[config.mk]
export PLATFORM = sky130hd
export DESIGN_NAME = perf_event_qualifier
export DESIGN_NICKNAME = d
export VERILOG_FILES = /design/src/pipe_event_qualifier.v /design/src/perf_event_qualifier.v
export VERILOG_INCLUDE_DIRS = /design/src
export SDC_FILE = /design/constraint.sdc
export NUM_CORES = 1
export LEC_CHECK = 0
export BUFFER_PORTS_ARGS = -buffer_cell sky130_fd_sc_hd__buf_4
export CELL_PAD_IN_SITES_DETAIL_PLACEMENT = 0
export CELL_PAD_IN_SITES_GLOBAL_PLACEMENT = 2
export CORE_ASPECT_RATIO = 0.6
export CORE_MARGIN = 1
export CORE_UTILIZATION = 21
export DETAILED_ROUTE_END_ITERATION = 10
export PLACE_DENSITY = 0.89
export RECOVER_POWER = 50
export SYNTH_ARGS = -nofsm -noshare
export SYNTH_HDL_FRONTEND = slang
export SYNTH_SLANG_ARGS = --single-unit
[constraint.sdc]
create_clock -name core_clk -period 2.4 [get_ports core_clk]
set_clock_uncertainty 0.1 [all_clocks]
set_input_delay 0.48 -clock core_clk [delete_from_list [all_inputs] [get_ports core_clk]]
set_output_delay 0.48 -clock core_clk [all_outputs]
set_load 0.05 [all_outputs]
[src/perf_event_defines.vh]
// event codes and widths for the group b performance event qualifier
`ifndef PERF_EVENT_DEFINES_VH
`define PERF_EVENT_DEFINES_VH

`define EVT_SEL_W 6
`define EVT_INC_W 3
`define PIPES 2

`define EVT_SEG_LOAD 6'h0F
`define EVT_BRANCH 6'h12
`define EVT_BTB_HIT 6'h13
`define EVT_TAKEN_OR_HIT 6'h14
`define EVT_PIPE_FLUSH 6'h15
`define EVT_INSTR 6'h16
`define EVT_INSTR_PIPE1 6'h17
`define EVT_BUS_BUSY 6'h18
`define EVT_WBUF_STALL 6'h19

`define INC_RESET 3'h0

`endif

[src/pipe_event_qualifier.v]
// per-pipe qualification of instruction events, all gated by retire except segment loads
`timescale 1ns/1ps
`include "perf_event_defines.vh"

module pipe_event_qualifier (
  input wire core_clk,
  input wire rst,
  input wire retire,
  input wire branch_instr,
  input wire branch_taken,
  input wire serializing_instr,
  input wire segment_verify,
  input wire desc_load_branch,
  input wire btb_hit,
  input wire rep_string,
  input wire halt_instruction,
  input wire seg_write,
  input wire priv_change,
  output wire [1:0] segment_load_event,
  output wire branch_event,
  output wire branch_target_hit_event,
  output wire taken_or_target_hit_event,
  output wire instr_event
);

  // set while a repeat string keeps retiring iterations
  reg rep_active;
  // set while the same halt stays at retirement
  reg halt_active;
  wire taken_class;

  // only the first retirement of a repeat string counts
  always @(posedge core_clk or posedge rst) begin
    if (rst) begin
      rep_active <= 1'b0;
      halt_active <= 1'b0;
    end else begin
      rep_active <= retire & rep_string; // RL11
      halt_active <= retire & halt_instruction; // RL12
    end
  end

  // instructions that behave as taken branches
  assign taken_class = branch_taken | serializing_instr | segment_verify | desc_load_branch; // RL4

  // a privilege change on a far transfer counts twice
  assign segment_load_event = !seg_write ? 2'h0 : (priv_change ? 2'h2 : 2'h1); // RL1 RL2
  // retire gating keeps predicted but squashed work out
  assign branch_event = retire & (branch_instr | taken_class); // RL3 RL5
  assign branch_target_hit_event = retire & btb_hit; // RL6
  assign taken_or_target_hit_event = retire & (taken_class | btb_hit); // RL7
  assign instr_event = retire & ~(rep_string & rep_active) &
    ~(halt_instruction & halt_active); // RL10 RL11 RL12

endmodule

[src/perf_event_qualifier.v]
// event qualifier for performance counter codes 0FH to 19H
//
// Contract
// RL1 - code 0FH counts every segment register write, including the descriptor table and task regs.
// RL2 - a far transfer or task switch that changes privilege adds two to the segment load count.
// RL3 - code 12H counts every executed branch, taken or not, of every branch kind.
// RL4 - serializing, verify, some descriptor loads, interrupts and trapping exceptions count as taken.
// RL5 - branches are counted as executed, never as predicted.
// RL6 - code 13H counts target buffer hits only for instructions that execute.
// RL7 - code 14H counts the OR of a taken branch and a target buffer hit.
// RL8 - code 15H counts flushes from buffer misses, mispredicts, exceptions, interrupts, descriptor loads.
// RL9 - serializing instructions and software interrupts do not count as pipeline flushes.
// RL10 - code 16H counts executed instructions, up to two per clock, plus interrupt and fault entries.
// RL11 - a repeat string instruction counts once however many iterations it runs.
// RL12 - a halt counts once however long the core stays halted.
// RL13 - code 17H counts as 16H but only instructions in the second pipe.
// RL14 - code 18H counts each clock of a bus cycle, including hold, address hold and backoff clocks.
// RL15 - code 19H counts clocks stalled on full write buffers, except stalls on I/O accesses.
// RL16 - each clock the increment is the number of qualifying occurrences in that clock.
`timescale 1ns/1ps
`include "perf_event_defines.vh"

module perf_event_qualifier (
  input wire core_clk,
  input wire rst,
  input wire [`EVT_SEL_W-1:0] event_select,
  input wire [`PIPES-1:0] retire,
  input wire [`PIPES-1:0] branch_instr,
  input wire [`PIPES-1:0] branch_taken,
  input wire [`PIPES-1:0] serializing_instr,
  input wire [`PIPES-1:0] segment_verify,
  input wire [`PIPES-1:0] desc_load_branch,
  input wire [`PIPES-1:0] btb_hit,
  input wire [`PIPES-1:0] rep_string,
  input wire [`PIPES-1:0] halt_instruction,
  input wire [`PIPES-1:0] seg_write,
  input wire [`PIPES-1:0] priv_change,
  input wire hw_interrupt,
  input wire cache_flush_request,
  input wire trap_fault_entry,
  input wire sw_int_exception_entry,
  input wire flush_btb_miss_taken,
  input wire flush_mispredict,
  input wire flush_exception,
  input wire flush_interrupt,
  input wire flush_desc_load,
  input wire bus_cycle_active,
  input wire hold_acknowledge,
  input wire address_hold_input,
  input wire bus_backoff_input,
  input wire wbuf_full_stall,
  input wire stall_io_access,
  output reg [`EVT_INC_W-1:0] event_increment,
  output reg event_code_valid
);

  // add two one-bit occurrences into an increment
  function [`EVT_INC_W-1:0] add2;
    input a;
    input b;
    begin
      add2 = {2'h0, a} + {2'h0, b};
    end
  endfunction

  // true when a code belongs to this group and is not reserved
  function in_group;
    input [`EVT_SEL_W-1:0] code;
    begin
      in_group = (code == `EVT_SEG_LOAD) ||
        ((code >= `EVT_BRANCH) && (code <= `EVT_WBUF_STALL));
    end
  endfunction

  wire [1:0] seg_ev [0:`PIPES-1];
  wire [`PIPES-1:0] branch_ev;
  wire [`PIPES-1:0] hit_ev;
  wire [`PIPES-1:0] taken_hit_ev;
  wire [`PIPES-1:0] instr_ev;

  // one qualifier per pipe
  genvar p;
  generate
    for (p = 0; p < `PIPES; p = p + 1) begin : g_pipe
      pipe_event_qualifier u_qual (
        .core_clk(core_clk),
        .rst(rst),
        .retire(retire[p]),
        .branch_instr(branch_instr[p]),
        .branch_taken(branch_taken[p]),
        .serializing_instr(serializing_instr[p]),
        .segment_verify(segment_verify[p]),
        .desc_load_branch(desc_load_branch[p]),
        .btb_hit(btb_hit[p]),
        .rep_string(rep_string[p]),
        .halt_instruction(halt_instruction[p]),
        .seg_write(seg_write[p]),
        .priv_change(priv_change[p]),
        .segment_load_event(seg_ev[p]),
        .branch_event(branch_ev[p]),
        .branch_target_hit_event(hit_ev[p]),
        .taken_or_target_hit_event(taken_hit_ev[p]),
        .instr_event(instr_ev[p])
      );
    end
  endgenerate

  // core-wide events not tied to a retiring slot, and the per-clock sums across pipes
  wire async_taken;
  wire entry_instr;
  wire flush_event;
  wire bus_busy_clock_event;
  wire wbuf_stall_clock_event;
  wire [`EVT_INC_W-1:0] segment_load_event;
  wire [`EVT_INC_W-1:0] branch_count;
  wire [`EVT_INC_W-1:0] instr_count;

  // hardware interrupts, flush requests and trapping exceptions
  assign async_taken = hw_interrupt | cache_flush_request | trap_fault_entry; // RL4
  assign entry_instr = hw_interrupt | trap_fault_entry | sw_int_exception_entry; // RL10

  // software interrupts and serializing flushes are not flush causes
  assign flush_event = flush_btb_miss_taken | flush_mispredict | flush_exception |
    flush_interrupt | flush_desc_load; // RL8 RL9

  // any clock the bus is owned, held or backed off
  assign bus_busy_clock_event = bus_cycle_active | hold_acknowledge |
    address_hold_input | bus_backoff_input; // RL14
  // io stalls excluded even when buffers are full
  assign wbuf_stall_clock_event = wbuf_full_stall & ~stall_io_access; // RL15

  // per-clock sums across pipes
  assign segment_load_event = {1'b0, seg_ev[0]} + {1'b0, seg_ev[1]}; // RL16
  assign branch_count = add2(branch_ev[0], branch_ev[1]) + {2'h0, async_taken}; // RL16
  assign instr_count = add2(instr_ev[0], instr_ev[1]) + {2'h0, entry_instr}; // RL10

  reg [`EVT_INC_W-1:0] next_increment;

  // select the increment for the chosen code
  always @* begin
    case (event_select)
      `EVT_SEG_LOAD: next_increment = segment_load_event; // RL1
      `EVT_BRANCH: next_increment = branch_count; // RL3
      `EVT_BTB_HIT: next_increment = add2(hit_ev[0], hit_ev[1]); // RL6
      `EVT_TAKEN_OR_HIT: next_increment = add2(taken_hit_ev[0], taken_hit_ev[1]); // RL7
      `EVT_PIPE_FLUSH: next_increment = {2'h0, flush_event}; // RL8
      `EVT_INSTR: next_increment = instr_count; // RL10
      `EVT_INSTR_PIPE1: next_increment = {2'h0, instr_ev[1]}; // RL13
      `EVT_BUS_BUSY: next_increment = {2'h0, bus_busy_clock_event}; // RL14
      `EVT_WBUF_STALL: next_increment = {2'h0, wbuf_stall_clock_event}; // RL15
      default: next_increment = `INC_RESET;
    endcase
  end

  // registered so the counter sees a clean one-cycle value
  always @(posedge core_clk or posedge rst) begin
    if (rst) begin
      event_increment <= `INC_RESET;
      event_code_valid <= 1'b0;
    end else begin
      event_increment <= next_increment; // RL16
      event_code_valid <= in_group(event_select);
    end
  end

endmodule

Word-level counts from Yosys, hierarchy flattened --
Cells that the tools add are included.
Cells by class: add/subtract/negate cells 7, $mul 0, div/mod/pow operators 0, magnitude comparators 2, equality and inequality tests 9, shifts and indexed selects 0, muxes and demuxes 5, bitwise operators 45, reductions and logical operators 2
Operators with widths (number):
- equality test 6 x 5 -> 1 bit (second input constant) | 8
- case mux 3 bit (9 select lines) | 1
- OR 1 bit | 21
- AND 1 bit | 19
- adder 1 x 1 -> 2 bit | 4
- 2-to-1 mux 2 bit | 4
- adder 2 x 1 -> 3 bit | 2
- equality test 6 x 4 -> 1 bit (second input constant) | 1
- greater-or-equal comparator 6 x 5 -> 1 bit (second input constant) | 1
- less-or-equal comparator 6 x 5 -> 1 bit (second input constant) | 1
- inverter 1 bit | 5
- adder 2 x 2 -> 3 bit | 1
- logical AND 1 bit | 1
- logical OR 1 bit | 1
Storage, ports and cells: bits in registers 8, bits in latches 0, RAM bits 0, bits in read-only memories 0, input bits 45, output and inout bits 4, word-level logic and storage cells 76, memories 0

Depth between registers and ports, before layout --
depth after elaboration 8, gate-level depth with buffers 7

Hierarchy --
From an unflattened synthesis, not the netlist that was laid out.
Second synthesis, totals: cell total of the unflattened synthesis 79, area total of the unflattened synthesis 709.4 um^2
By module, submodules not included:
- perf_event_qualifier | times used 1, cells each 53, area an instance 461.7 um^2, sequential area each 100.1 um^2
- pipe_event_qualifier | times used 2, cells each 13, area an instance 123.9 um^2, sequential area each 50.0 um^2

Worst setup path after synthesis --
No wires, ideal clock.
path kind input to register, from input serializing_instr[0], to register event_increment[0], library setup time 71 ps, arrival 2188 ps, required time 2229 ps, path slack 41 ps, cell stages on the path 7, path through or4_1 > o21a_1 > fa_1 > nor2b_1 > o21ai_0 > a211o_1 > nand4_1
On the way: word-level cells in the longest chain between the ends 8, elaborated cells on any way between the ends 11
RTL lines:
- start: declaration | line perf_event_qualifier.v:30 | input wire [`PIPES-1:0] serializing_instr,
- OR 1 bit (*) (3 in a row) | line pipe_event_qualifier.v:44 | assign taken_class = branch_taken | serializing_instr | segment_verify | desc_load_branch;
- OR 1 bit | line pipe_event_qualifier.v:49 | assign branch_event = retire & (branch_instr | taken_class);
- AND 1 bit | line pipe_event_qualifier.v:49
- adder 1 x 1 -> 2 bit | line perf_event_qualifier.v:62 | add2 = {2'h0, a} + {2'h0, b};
- adder 2 x 1 -> 3 bit | line perf_event_qualifier.v:134 | assign branch_count = add2(branch_ev[0], branch_ev[1]) + {2'h0, async_taken};
- case mux 3 bit (9 select lines) (*) | line perf_event_qualifier.v:141 | case (event_select)
- named net next_increment[0] | line perf_event_qualifier.v:137 | reg [`EVT_INC_W-1:0] next_increment;
- end signal: assignment | line perf_event_qualifier.v:158 | event_increment <= `INC_RESET;
- end signal: assignment | line perf_event_qualifier.v:161 | event_increment <= next_increment;
- end: declaration | line perf_event_qualifier.v:53 | output reg [`EVT_INC_W-1:0] event_increment,
The timed path passes the listed nets; every way through them passes the cells marked *.

Worst setup path after layout --
Ends and elaborated chain as after synthesis.

==> results.ini <==
[status]
outcome=complete, no violations

[yosys]
yosys-top-cells-area=dfrtp_1 29%, fa_1 8.7%, and2_1 8.2%
synth_ff_type=dfrtp_1
ys_types=31
muxShareOfSynthArea=0
synth.top_cell.area_share=0.291
synth_most_common_cell=and2_1
ys_warn_count=0
synth_edf_count=0
synthXorXnorAreaFrac=0
synth_area_um2=687
synth.largest_area_cell=dfrtp_1
synthAdderAreaFrac=0.142
syn_area_per_cell_um2=9.28
ys_seq_elements=8
yosys.area_share.simple=0.355
synthTopCellsByCount=9 x and2_1, 8 x dfrtp_1, 7 x nor2b_1, 6 x nand2_1, 4 x o21a_1
async_flop_share=1.00
synth_top_family_by_area=simple AND/OR/NAND/NOR gates
synth_compound_area_frac=0.189
synth-seq-area-share=0.291
syn-num-nets=125
synthCells=74

[detailed_routing]
wl_per_cell_um=11.4
dr.pass1.iters=4
wl_mm=1.89
num_vias=757
drtIter0Drc=14
routed_via_density=4.56
drc=0
ant_nets=0

[critical_path]
ff2ff_setup_slack_ns=0.54
reg2reg_to=event_increment[0]
arrival_ns=2.36
cp.required_ns=2.46
crit_type=in -> reg
critPathMaxFanout=2
cp-start-kind=primary input
rr_worst_depth=7
end_kind=register
reg2reg_from=g_pipe[1].u_qual.rep_active

[global_routing]
track_usage=0.124
grt_pass1_wl_mm=3.05
grt_max_degree=11
grt_pass1_vias=696
overflow=0
antenna_found_initial=0

[pwr]
peakVddDrop_v=0.000204
pwr_density_cell_mw_per_mm2=380
power_uw=429
power.leakage_uw=0.000525

[die]
fp.coreArea_mm2=0.00298
row_count=15
initial_core_util=0.230
die_w_um=75.8
dieArea_mm2=0.00351
io_pins=49
die_height_um=46.3

[sta]
rsz0062_at_grt=false
drv_slew=0
fin_crit_sh=0.962
max_clock_freq_ghz=0.433
relSlewSlack=0.695
period_minus_slack_ns=2.31
tightest_slew_ns=0.453
finalSetupViolations=0
finalHoldViolCount=0

[cts]
ctsHoldBuffers=0
clk_latency_ns=0.23
root_buffer=clkbuf_8
clkSlewWorstSetupHoldPaths_ns=0.04
tritoncts=done
h-tree-depth=1
clock_sinks=8
clock_path_buffers=2
cts_buffers=3

[layout]
utilization=0.379
area_growth_pct=64.5
multi_input_area_um2=472
nets=177
fillers=319
n_antenna_cell=0
seq_area_um2=200
drive_gt1_frac=0.411

[hold_path]
hold_path_class=in -> async

[job]
drv_cap=0

[place]
port_buffers=48
gp_congestion=0.744
hpwlAfterDp_mm=1.66

registers in the layout, indices dropped and copies added (netlist names):
name / cells
event_code_valid: 1
event_increment: 3
g_pipe.u_qual.halt_active: 2
g_pipe.u_qual.rep_active: 2
final cells by class:
| cell class | instances | share of cell area |
|---|---|---|
| Timing Repair Buffer | 48 | 0.316 |
| Clock buffer | 3 | 0.0365 |
| Inverter | 2 | 0.00664 |
| Sequential cell | 8 | 0.177 |
| Tap cell | 42 | 0.0465 |
| Multi-Input combinational cell | 63 | 0.417 |
critical path, cell delays in order:
cell and delay [ns]:
buf_4 0.10, or4_1 0.54, o21a_1 0.20, fa_1 0.49, nor2b_1 0.13, o21ai_1 0.07, a211o_1 0.25, nand4_1 0.09
metal layers:
metal | GRT usage | vias up | part of all wire
met5 | 0 | - | 0
met4 | 0.0667 | 0 | 0.018
met3 | 0.0263 | 4 | 0.085
met2 | 0.196 | 36 | 0.45
met1 | 0.159 | 342 | 0.45
li1 | - | 375 | -
layout by cell type (no fill, tap or decap):
| cell | count |
|---|---|
| a211o_1 | 1 |
| a21oi_1 | 1 |
| a22o_1 | 1 |
| a22oi_1 | 2 |
| a31oi_1 | 2 |
| and2_1 | 9 |
| and3b_1 | 1 |
| buf_4 | 46 |
| clkbuf_1 | 1 |
| clkbuf_4 | 1 |
| clkbuf_8 | 3 |
| dfrtp_1 | 8 |
| fa_1 | 3 |
| ha_1 | 3 |
| inv_1 | 2 |
| nand2_1 | 6 |
| nand3b_1 | 1 |
| nand4_1 | 2 |
| nand4b_1 | 1 |
| nor2_1 | 1 |
| nor2b_1 | 7 |
| nor3_1 | 1 |
| nor3b_1 | 2 |
| nor3b_2 | 1 |
| nor4_1 | 2 |
| o2111a_1 | 1 |
| o21a_1 | 4 |
| o21ai_0 | 2 |
| o21ai_1 | 2 |
| o2bb2a_1 | 1 |
| o2bb2ai_1 | 1 |
| or2_0 | 1 |
| or3_1 | 1 |
| or4_1 | 3 |
timing repair:
item                       in CTS  in global routing
hold endpoints to repair        0                  0
resized for setup               0                  1
setup endpoints to repair       0                  1
buffers inserted                0                  0
power by group:
part           leakage, µW  internal (µW)  switching [µW]
logic             0.000397           73.4            55.0
registers         0.000106            141            1.72
clock network    0.0000216            108            49.5
total             0.000525            323             106
per-stage QoR:
| stage | std cells | hold WS [ns] | worst slack [ns] | area, µm² | TNS, ns |
|---|---|---|---|---|---|
| 3_3_place_gp | 163 | 0.336 | -0.107 | 1090 | -0.191 |
| 6_report | 166 | 0.0939 | 0.0922 | 1130 | 0 |
| 4_1_cts | 166 | 0.0958 | 0.0848 | 1130 | 0 |
| 5_1_grt | 166 | 0.121 | 0.00841 | 1130 | 0 |
| 2_1_floorplan | 74 | 0.196 | 0.0409 | 687 | 0 |
| 3_5_place_dp | 163 | 0.340 | -0.152 | 1090 | -0.259 |
worst max path at each step:
stage	start	endpoint	slack (ns)	cells after the start
after floorplan	serializing_instr[0]	event_increment[0]	0.04	7
after global placement	serializing_instr[0]	event_increment[0]	-0.11	8
after detailed placement	serializing_instr[0]	event_increment[0]	-0.15	8
after CTS	serializing_instr[0]	event_increment[0]	0.08	8
after global routing	serializing_instr[0]	event_increment[0]	0.008	8
final	serializing_instr[0]	event_increment[0]	0.09	8
cell families (layout without fill, tap and decap cells):
family,after synthesis,in the layout
AND/OR/NAND/NOR,39,39
AO/OA/AOI/OAI,18,18
adder cells (fa/ha/maj),6,6
buffers and inverters,3,53
flip-flops,8,8
(Power assumes the default switching activity.)
